## config.mk

```make
export PLATFORM = sky130hd
export DESIGN_NAME = sfr_bank0
export DESIGN_NICKNAME = d
export VERILOG_FILES = /design/src/rtl/sfr_pkg.sv /design/src/rtl/sfr_bank0.sv
export SDC_FILE = /design/constraint.sdc
export NUM_CORES = 1
export LEC_CHECK = 0
export BUFFER_PORTS_ARGS = -buffer_cell sky130_fd_sc_hd__buf_4
export CAP_MARGIN = 15
export CORE_AREA = 2 2 184 186
export DETAILED_ROUTE_END_ITERATION = 16
export DIE_AREA = 0 0 186 188
export GPL_ROUTABILITY_DRIVEN = 0
export PLACE_DENSITY = 0.79
export SYNTH_ARGS = -nofsm -noshare
export SYNTH_HDL_FRONTEND = slang
export SYNTH_SLANG_ARGS = --single-unit
```

## constraint.sdc

```tcl
create_clock -name pclk -period 2.91 [get_ports pclk]
set_input_delay 0.4365 -clock pclk [delete_from_list [all_inputs] [get_ports pclk]]
set_output_delay 0.4365 -clock pclk [all_outputs]
set_load 0.02 [all_outputs]
```

## src/rtl/sfr_pkg.sv

```systemverilog
// Constants for the bank-zero special function register bank.
// Assumes word-wide APB access; each register index sits at byte address index*4.
package sfr_pkg;

  // Register indices (byte address is four times the index)
  localparam logic [4:0] IDX_IND_PORT   = 5'h00;
  localparam logic [4:0] IDX_T0_COUNT   = 5'h01;
  localparam logic [4:0] IDX_PC_LOW     = 5'h02;
  localparam logic [4:0] IDX_STATUS     = 5'h03;
  localparam logic [4:0] IDX_IND_PTR    = 5'h04;
  localparam logic [4:0] IDX_PORT_A     = 5'h05;
  localparam logic [4:0] IDX_PORT_B     = 5'h06;
  localparam logic [4:0] IDX_PORT_C     = 5'h07;
  localparam logic [4:0] IDX_PORT_D     = 5'h08;
  localparam logic [4:0] IDX_PORT_E     = 5'h09;
  localparam logic [4:0] IDX_PC_LATCH   = 5'h0a;
  localparam logic [4:0] IDX_INT_CTRL   = 5'h0b;
  localparam logic [4:0] IDX_FLAGS_ONE  = 5'h0c;
  localparam logic [4:0] IDX_FLAGS_TWO  = 5'h0d;
  localparam logic [4:0] IDX_T1_LOW     = 5'h0e;
  localparam logic [4:0] IDX_T1_HIGH    = 5'h0f;
  localparam logic [4:0] IDX_T1_CTRL    = 5'h10;
  localparam logic [4:0] IDX_T2_COUNT   = 5'h11;
  localparam logic [4:0] IDX_T2_CTRL    = 5'h12;
  localparam logic [4:0] IDX_SER_BUF    = 5'h13;
  localparam logic [4:0] IDX_SER_CTRL   = 5'h14;
  localparam logic [4:0] IDX_CC1_LOW    = 5'h15;
  localparam logic [4:0] IDX_CC1_HIGH   = 5'h16;
  localparam logic [4:0] IDX_CC1_CTRL   = 5'h17;
  localparam logic [4:0] IDX_RX_STATUS  = 5'h18;
  localparam logic [4:0] IDX_TX_DATA    = 5'h19;
  localparam logic [4:0] IDX_RX_DATA    = 5'h1a;
  localparam logic [4:0] IDX_CC2_LOW    = 5'h1b;
  localparam logic [4:0] IDX_CC2_HIGH   = 5'h1c;
  localparam logic [4:0] IDX_CC2_CTRL   = 5'h1d;
  localparam logic [4:0] IDX_ADC_RESULT = 5'h1e;
  localparam logic [4:0] IDX_ADC_CTRL   = 5'h1f;

  // Reset-cause register, outside the printed map
  localparam logic [8:0] IDX_CAUSE      = 9'h020;
  localparam int         CAUSE_BROWNOUT = 0;

  // Core status fields and reset values
  localparam int         ST_IND_BANK = 7;
  localparam int         ST_TIMEOUT  = 4;
  localparam int         ST_PWR_DOWN = 3;
  localparam logic [7:0] POR_STATUS  = 8'h18;
  localparam logic [7:0] STATUS_WR   = 8'he7;
  localparam logic [7:0] STATUS_KEEP = 8'h07;

  // Synchronised event inputs
  localparam int         EV_EXT_N    = 0;
  localparam int         EV_WDT      = 1;
  localparam int         EV_BROWNOUT = 2;
  localparam logic [2:0] EV_IDLE     = 3'h1;

  // Port numbers in the pin sampler
  localparam int         PIN_A       = 0;
  localparam int         PIN_B       = 1;
  localparam int         PIN_C       = 2;
  localparam int         PIN_D       = 3;
  localparam int         PIN_E       = 4;

  // Address split of the 9-bit register index
  localparam int         ADDR_LSB    = 2;
  localparam int         ADDR_MSB    = 10;
  localparam int         BANK_LSB    = 7;
  localparam logic [1:0] BANK_ZERO   = 2'h0;
  localparam logic [1:0] IN_MAP      = 2'h0;

  typedef struct packed {
    logic [7:0] impl;  // Implemented bits, read mask
    logic [7:0] keep;  // Bits left unchanged by non-power-up resets
    logic [7:0] wr;    // Bits software may write
  } sfr_attr_t;

  // Per-register masks; unlisted bits read zero
  function automatic sfr_attr_t sfr_attr(input logic [4:0] i);
    sfr_attr_t a;
    a = '{impl: 8'hff, keep: 8'h00, wr: 8'hff};
    case (i)
      IDX_IND_PORT:  a = '{impl: 8'h00, keep: 8'h00, wr: 8'h00};
      IDX_STATUS:    a = '{impl: 8'hff, keep: STATUS_KEEP, wr: STATUS_WR};
      IDX_PORT_A:    a = '{impl: 8'h3f, keep: 8'h10, wr: 8'h3f};
      IDX_PORT_E:    a = '{impl: 8'h07, keep: 8'h07, wr: 8'h07};
      IDX_PC_LATCH:  a = '{impl: 8'h1f, keep: 8'h00, wr: 8'h1f};
      IDX_INT_CTRL:  a = '{impl: 8'hff, keep: 8'h01, wr: 8'hff};
      IDX_FLAGS_TWO: a = '{impl: 8'h01, keep: 8'h00, wr: 8'h01};
      IDX_T1_CTRL:   a = '{impl: 8'h3f, keep: 8'h3f, wr: 8'h3f};
      IDX_T2_CTRL:   a = '{impl: 8'h7f, keep: 8'h00, wr: 8'h7f};
      IDX_CC1_CTRL,
      IDX_CC2_CTRL:  a = '{impl: 8'h3f, keep: 8'h00, wr: 8'h3f};
      IDX_RX_STATUS: a = '{impl: 8'hf7, keep: 8'h01, wr: 8'hf7};
      IDX_TX_DATA:   a = '{impl: 8'h00, keep: 8'h00, wr: 8'hff};
      IDX_RX_DATA,
      IDX_ADC_RESULT: a = '{impl: 8'hff, keep: 8'h00, wr: 8'h00};
      IDX_ADC_CTRL:  a = '{impl: 8'hfd, keep: 8'h00, wr: 8'hfd};
      IDX_T0_COUNT, IDX_IND_PTR, IDX_PORT_B, IDX_PORT_C, IDX_PORT_D, IDX_T1_LOW,
      IDX_T1_HIGH, IDX_SER_BUF, IDX_CC1_LOW, IDX_CC1_HIGH, IDX_CC2_LOW, IDX_CC2_HIGH:
                     a = '{impl: 8'hff, keep: 8'hff, wr: 8'hff};
      default:     a = '{impl: 8'hff, keep: 8'h00, wr: 8'hff};
    endcase
    return a;
  endfunction : sfr_attr

  // Core registers decoded in every bank
  function automatic logic sfr_mirrored(input logic [4:0] i);
    return (i == IDX_IND_PORT) || (i == IDX_PC_LOW) || (i == IDX_STATUS) ||
           (i == IDX_IND_PTR) || (i == IDX_PC_LATCH) || (i == IDX_INT_CTRL);
  endfunction : sfr_mirrored

endpackage : sfr_pkg

```

## src/rtl/sfr_bank0.sv

```systemverilog
// Bank-zero special function register bank behind an APB slave port.
// Assumes pins and reset-cause inputs are asynchronous; peripheral data same clock.
// Operation
// - Unimplemented bits and locations read as zero and ignore writes.
// - The upper program counter bits are reached only through a latch copied in on a low-byte load.
// - An external reset pin or watchdog timeout applies the non-power-up reset values.
// - The core registers decode at the same offset in every bank.
// - Unknown reset bits come up as a fixed value, unchanged bits keep contents, cause bits follow the cause.
// - Without brown-out detection the brown-out flag reads zero.
// - Without the fourth and fifth ports their data offsets read zero.
// - Power-on reset loads status with banks clear, timeout and power-down set.
module sfr_bank0
  import sfr_pkg::*;
#(
  parameter bit HAS_BROWNOUT = 1'b1, // Brown-out detection present
  parameter bit HAS_PORT_DE = 1'b1   // Fourth and fifth ports present
) (
  input  wire logic        pclk,             // Core clock
  input  wire logic        presetn,          // Power-on / brown-out reset, active low
  input  wire logic        psel,             // APB select
  input  wire logic        penable,          // APB enable
  input  wire logic        pwrite,           // APB direction
  input  wire logic [31:0] paddr,            // APB byte address
  input  wire logic [31:0] pwdata,           // APB write data
  output logic      [31:0] prdata,           // APB read data
  output logic             pready,           // APB ready
  output logic             pslverr,          // APB error, never set
  input  wire logic [5:0]  port_a_pin,       // Port A pin levels
  input  wire logic [7:0]  port_b_pin,       // Port B pin levels
  input  wire logic [7:0]  port_c_pin,       // Port C pin levels
  input  wire logic [7:0]  port_d_pin,       // Port D pin levels
  input  wire logic [2:0]  port_e_pin,       // Port E pin levels
  output logic      [5:0]  port_a_latch,     // Port A output latch
  output logic      [7:0]  port_b_latch,     // Port B output latch
  output logic      [7:0]  port_c_latch,     // Port C output latch
  output logic      [7:0]  port_d_latch,     // Port D output latch
  output logic      [2:0]  port_e_latch,     // Port E output latch
  input  wire logic        external_reset_pin_n, // External reset pin, active low
  input  wire logic        wdt_timeout,      // Watchdog timeout level
  input  wire logic        brownout_detect,  // Brown-out detector level
  input  wire logic [7:0]  usart_rx_data,    // Received USART byte
  input  wire logic [7:0]  adc_result_in,    // A/D conversion result
  output logic      [12:0] program_counter,  // Program counter as loaded
  output logic      [7:0]  core_status       // Status register contents
);

  typedef struct packed {
    logic [31:0][7:0] regs;      // Register storage by index
    logic [4:0]       pc_hi;     // Upper program counter bits
    logic [4:0][7:0]  pin_s1;    // Pin sampler stage one
    logic [4:0][7:0]  pin_s2;    // Pin sampler stage two
    logic [2:0]       ev_s1;     // Event sampler stage one
    logic [2:0]       ev_s2;     // Event sampler stage two
    logic             wdt_prev;  // Watchdog edge history
    logic             bor_flag;  // Sticky brown-out flag
    logic [31:0]      prdata;    // Read data for the access phase
    logic             pready;    // Access phase may complete
  } sfr_state_t;

  sfr_state_t q;
  sfr_state_t d;

  // Map a banked 9-bit index onto the bank-zero locations
  function automatic logic [5:0] map_loc(input logic [8:0] a);
    logic       ok;
    logic [4:0] i;
    ok = 1'b0;
    i  = a[4:0];
    if (a[6:5] == IN_MAP) begin
      ok = (a[8:BANK_LSB] == BANK_ZERO) || sfr_mirrored(i);
    end
    if (!HAS_PORT_DE && (i == IDX_PORT_D || i == IDX_PORT_E)) begin
      ok = 1'b0;
    end
    if (i == IDX_IND_PORT) begin
      ok = 1'b0;
    end
    return {ok, i};
  endfunction : map_loc

  // Read value of a mapped location
  function automatic logic [7:0] rd_loc(input logic [4:0] i);
    logic [7:0] v;
    v = q.regs[i];
    case (i)
      IDX_PORT_A:     v = q.pin_s2[PIN_A];
      IDX_PORT_B:     v = q.pin_s2[PIN_B];
      IDX_PORT_C:     v = q.pin_s2[PIN_C];
      IDX_PORT_D:     v = q.pin_s2[PIN_D];
      IDX_PORT_E:     v = q.pin_s2[PIN_E];
      IDX_RX_DATA:    v = usart_rx_data;
      IDX_ADC_RESULT: v = adc_result_in;
      default:   v = q.regs[i];
    endcase
    return v & sfr_attr(i).impl;
  endfunction : rd_loc

  logic [8:0] dir_idx;
  logic [8:0] ind_idx;
  logic [8:0] tgt_idx;
  logic [5:0] loc;
  logic       hit;
  logic [4:0] li;
  logic [7:0] wm;
  logic       setup_ph;
  logic       write_ph;
  logic       ext_rst;
  logic       wdt_rst;

  // Decode, register update and reset-cause handling
  always_comb begin
    d = q;
    dir_idx  = paddr[ADDR_MSB:ADDR_LSB];
    ind_idx  = {q.regs[IDX_STATUS][ST_IND_BANK], q.regs[IDX_IND_PTR]};
    // Indirect access goes through the pointer; the port itself holds nothing
    tgt_idx  = (map_loc(dir_idx) == {1'b0, IDX_IND_PORT}) && (dir_idx[6:5] == IN_MAP) &&
               (dir_idx[8:BANK_LSB] == BANK_ZERO || sfr_mirrored(IDX_IND_PORT)) ?
               ind_idx : dir_idx;
    loc      = map_loc(tgt_idx);
    hit      = loc[5];
    li       = loc[4:0];
    wm       = sfr_attr(li).wr;
    setup_ph = psel && !penable;
    write_ph = psel && penable && q.pready && pwrite;

    // Two-stage samplers; stage one feeds only stage two
    d.pin_s1[PIN_A] = {2'h0, port_a_pin};
    d.pin_s1[PIN_B] = port_b_pin;
    d.pin_s1[PIN_C] = port_c_pin;
    d.pin_s1[PIN_D] = port_d_pin;
    d.pin_s1[PIN_E] = {5'h00, port_e_pin};
    d.pin_s2        = q.pin_s1;
    d.ev_s1         = {brownout_detect, wdt_timeout, external_reset_pin_n};
    d.ev_s2         = q.ev_s1;
    d.wdt_prev      = q.ev_s2[EV_WDT];
    ext_rst         = !q.ev_s2[EV_EXT_N];
    wdt_rst         = q.ev_s2[EV_WDT] && !q.wdt_prev;

    // Read data is captured in setup so the access phase ends at once
    d.pready = setup_ph;
    if (setup_ph) begin
      if (dir_idx == IDX_CAUSE) begin
        d.prdata = {31'h0, q.bor_flag & HAS_BROWNOUT};
      end else if (hit) begin
        d.prdata = {24'h0, rd_loc(li)};
      end else begin
        d.prdata = 32'h0;
      end
    end

    // Register writes, masked to the writable bits
    if (write_ph && hit) begin
      d.regs[li] = (q.regs[li] & ~wm) | (pwdata[7:0] & wm);
      if (li == IDX_PC_LOW) begin
        d.pc_hi = q.regs[IDX_PC_LATCH][4:0];
      end
    end

    // Brown-out flag: write one clears, a new detection wins
    if (write_ph && dir_idx == IDX_CAUSE && pwdata[CAUSE_BROWNOUT]) begin
      d.bor_flag = 1'b0;
    end
    if (q.ev_s2[EV_BROWNOUT] && HAS_BROWNOUT) begin
      d.bor_flag = 1'b1;
    end

    // Non-power-up reset overrides any register write in the same cycle, but not a brown-out flag clear
    if (ext_rst || wdt_rst) begin
      for (int k = 0; k < 32; k++) begin
        d.regs[k] = q.regs[k] & sfr_attr(k[4:0]).keep;
      end
      // Timeout depends on the cause; power-down keeps its value
      d.regs[IDX_STATUS][ST_PWR_DOWN] = q.regs[IDX_STATUS][ST_PWR_DOWN];
      d.regs[IDX_STATUS][ST_TIMEOUT] = wdt_rst ? 1'b0 : q.regs[IDX_STATUS][ST_TIMEOUT];
      d.pc_hi = 5'h00;
    end
  end

  // State register; power-on reset loads the power-up column
  always_ff @(posedge pclk or negedge presetn) begin
    if (!presetn) begin
      q                  <= '0;
      q.regs[IDX_STATUS] <= POR_STATUS;
      q.ev_s1            <= EV_IDLE;
      q.ev_s2            <= EV_IDLE;
    end else begin
      q <= d;
    end
  end

  // Outputs other than pslverr straight from the state register; pslverr is tied low
  assign prdata          = q.prdata;
  assign pready          = q.pready;
  assign pslverr         = 1'b0;
  assign port_a_latch    = q.regs[IDX_PORT_A][5:0];
  assign port_b_latch    = q.regs[IDX_PORT_B];
  assign port_c_latch    = q.regs[IDX_PORT_C];
  assign port_d_latch    = q.regs[IDX_PORT_D];
  assign port_e_latch    = q.regs[IDX_PORT_E][2:0];
  assign program_counter = {q.pc_hi, q.regs[IDX_PC_LOW]};
  assign core_status     = q.regs[IDX_STATUS];

endmodule : sfr_bank0

```

==> results.py <==
metrics = {
    "clock_tree": {
        "numCtsBuffers": 37,
        "clk_pin_slew_ns": 0.06,
        "cts_buffer_depth": 3,
        "clock-sinks": 344,
        "cts_max_level": 2,
        "worstSkewPairLatency_ns": 0.54,
        "cts_tree": "yes",
        "cts_root_buffer": "clkbuf_16",
    },
    "timing": {
        "min_period_ns": 2.95,
        "slew_headroom_pct": 45.6,
        "setup_viol": 1,
        "fin_hold_ws_ns": -0.00158,
        "period_share_pct": 101,
        "tightest_slew_ns": 0.814,
        "setup_slack_ns": -0.0352,
        "slew_violations": 0,
        "grt_setup_unrepaired": "false",
        "finClkSkew_ns": 0.0176,
        "max_freq_mhz": 340,
        "hold_violations": 1,
    },
    "critical_path": {
        "rrSetupSlack_ns": -0.04,
        "reg2reg_depth": 11,
        "crit_type": "reg -> reg",
        "cp_data_required_time_ns": 3.31,
        "reg2reg_from": "ind_idx[2]",
        "cp-start-kind": "flop",
        "r2r_end": "prdata[2]",
        "cp_max_fo": 7,
        "end_kind": "flop",
        "arrival_ns": 3.35,
    },
    "power_and_ir_drop": {
        "leakage_uw": 0.00948,
        "p_per_area_nw_per_um2": 545,
        "seqPwrFrac_pct": 43.3,
        "pwr-share-comb_pct": 10.9,
        "fin_total_pwr_uw": 11200,
        "netSwitchingFraction_pct": 24.8,
        "p_clk_share_pct": 45.8,
        "p_sw_uw": 2780,
        "cellInternalPower_uw": 8450,
        "irDropWorstVdd_uv": 369,
    },
    "layout": {
        "layout.cells.non_filler": 2388,
        "layout.nets": 2034,
        "final_util_pct": 62.3,
        "drive_above_1_share_pct": 28.0,
        "nFillCells": 2467,
        "area_growth_pct": 26.3,
        "diodes": 0,
    },
    "outcome": {
        "status": "complete, but fails checks",
        "violations": "negative hold slack, negative setup slack",
    },
    "logic_synthesis": {
        "synth_ff_type": "dfrtp_1",
        "synth_seq_cells": 344,
        "ys_types": 83,
        "avgSynthCellArea_sq_um": 9.94,
        "synth_enable_flop_cells": 0,
        "async_flop_share_pct": 100,
        "synthCells": 1643,
        "yosysSeqAreaShare_pct": 52.7,
        "syn_area_sq_um": 16300,
        "ys_warn_count": 0,
    },
    "place": {
        "dp.cells": 2307,
        "dp_hpwl_um": 40300,
        "preCtsSetupSlack_ns": -0.339,
        "portBuffers": 136,
    },
    "route": {
        "ant_nets": 0,
        "drt_pass1_iterations": 7,
        "drc": 0,
        "num_vias": 15100,
        "routed_via_density": 6.34,
        "wirelength_um": 58000,
        "routedWlPerCell_um": 24.3,
        "dr.first_iter.drc_count": 2221,
    },
    "grt": {
        "grt_max_degree": 89,
        "antenna_found_initial": 0,
        "grt_usage_pct": 33.2,
        "grt_overflow": 0,
        "grt_pass1_vias": 15100,
        "grt_pass1_wl_um": 87500,
    },
    "die": {
        "dieHeight_um": 188,
        "fp.coreArea_sq_um": 33100,
        "die_w_um": 186,
        "die-area_sq_um": 35000,
        "start_util_pct": 49.3,
        "rows": 67,
        "ioPinCount": 209,
    },
    "hold_path": {
        "min_path_type": "in -> reg",
        "whs_path_depth": 1,
        "whs_endpoint": "d[73]",
        "hold_start": "port_e_pin[0]",
    },
    "job": {
        "maxCapViolCount": 0,
    },
}
[cell families (layout without fill, tap and decap cells)]
group           after synthesis  in the layout  share of synthesized area [%]
mux                          84             84                           5.79
simple gates                559            559                           15.8
compound gates              423            423                           17.5
flops                       344            344                           52.7
buf+inv                     232            505                           8.19
other cells                   1             25                         0.0230
[cell type report]
type                    instances  area (sq um)  share of cell area, %
clock inverters                17           279                   1.35
clock buffers                  49          1050                   5.10
inverters                      23          86.3                  0.419
multi-input cells            1091          6610                   32.1
flip-flops and latches        344          8610                   41.8
repair buffers                416          3410                   16.6
well taps                     448           561                   2.72
[per-layer routing]
layer | routed length, um | track usage (%) | up-vias
li1 | - | - | 6302
met3 | 7530 | 10.5 | 375
met5 | 53 | 0 | -
met4 | 4610 | 21.2 | 2
met2 | 25200 | 49.8 | 1229
met1 | 20600 | 41.3 | 7228
[sequential cells by signal, summed over array words and instances (netlist names)]
| name | count |
|---|---|
| port_a_latch | 6 |
| d | 37 |
| ind_idx | 8 |
| prdata | 8 |
| core_status | 8 |
| port_e_latch | 3 |
| program_counter | 13 |
| port_d_latch | 8 |
| pready | 1 |
| port_b_latch | 8 |
| port_c_latch | 8 |
| q | 236 |
[cell usage in the layout, fill, tap and decap left out, types with 9 or more instances in the layout]
| cell type | n |
|---|---|
| a2111oi_0 | 11 |
| a211oi_1 | 70 |
| a21oi_1 | 38 |
| a221oi_1 | 9 |
| a31oi_1 | 20 |
| a32oi_1 | 9 |
| and3_1 | 52 |
| buf_12 | 20 |
| buf_4 | 382 |
| clkbuf_16 | 38 |
| conb_1 | 25 |
| dfrtp_1 | 340 |
| dlygate4sd3_1 | 13 |
| inv_1 | 23 |
| mux2_2 | 22 |
| mux2i_1 | 55 |
| nand2_1 | 280 |
| nand3_1 | 50 |
| nand4_1 | 10 |
| nor2_1 | 95 |
| nor3_1 | 20 |
| o21ai_0 | 151 |
[through the flow]
stage | setup TNS, ns | hold slack (ns) | cell area [sq um]
6_report | -0.0352 | -0.00158 | 20600
5_1_grt | 0 | -0.00515 | 20600
4_1_cts | 0 | 0.000209 | 20500
3_5_place_dp | -19.14 | 0.335 | 19100
3_3_place_gp | -12.99 | 0.334 | 19100
2_1_floorplan | 0 | 0.141 | 16400
[synth_stat cells, types with 8 or more instances]
cell type | instances | area share, %
buf_2 | 51 | 1.6
a31oi_1 | 22 | 0.84
a311oi_1 | 9 | 0.48
clkbuf_1 | 47 | 1.1
and3_1 | 54 | 2.1
nand4_1 | 10 | 0.38
o22ai_1 | 8 | 0.31
mux2_2 | 22 | 1.5
nand2_1 | 281 | 6.5
a2111oi_0 | 13 | 0.70
a211oi_1 | 71 | 3.3
dfrtp_1 | 340 | 52
a21oi_1 | 41 | 1.3
a22o_1 | 8 | 0.43
a221oi_1 | 10 | 0.54
a22oi_1 | 8 | 0.37
nor3_1 | 21 | 0.64
mux2i_1 | 55 | 3.4
o211ai_1 | 8 | 0.37
a32oi_1 | 10 | 0.54
nand3_1 | 51 | 1.6
buf_4 | 105 | 4.8
o21ai_0 | 151 | 4.6
nor2_1 | 98 | 2.3
inv_1 | 23 | 0.53
[repair_timing]
action | CTS | global route
setup buffers | 0 | 2
resized for setup | 2 | 13
pin swaps | 0 | 2
hold buffers | 9 | 4
endpoints found under the setup margin | 4 | 41
hold endpoints to repair | 86 | 4
[worst max path at each step]
| stage | from | endpoint | slack, ns | cells past startpoint |
|---|---|---|---|---|
| floorplan | paddr[3] | prdata[4] | 0.07 | 11 |
| global placement | paddr[8] | q[317] | -0.22 | 10 |
| detailed placement | paddr[8] | q[317] | -0.34 | 10 |
| CTS | ind_idx[1] | prdata[1] | 0.02 | 10 |
| global route | ind_idx[1] | prdata[5] | 0.007 | 11 |
| finish | ind_idx[2] | prdata[2] | -0.04 | 11 |
[critical path, cell delays in order, from the launching register on]
cell	delay, ns
dfrtp_1	0.44
nor3b_1	0.22
buf_4	0.17
a21oi_4	0.10
buf_4	0.17
buf_12	0.14
a2111oi_0	0.48
a311oi_1	0.14
buf_4	0.17
a22oi_1	0.30
o22a_1	0.34
o211ai_1	0.11
[power by group through the flow]
stage	clock (uW)	combinational, uW	sequential [uW]
2_1_floorplan	0	483	4940
3_3_place_gp	0	1110	4950
3_5_place_dp	0	1130	4950
4_1_cts	5140	1150	4860
5_1_grt	5340	1260	4860
6_report	5150	1220	4860
Note: power is estimated with default switching activity, not from simulation.
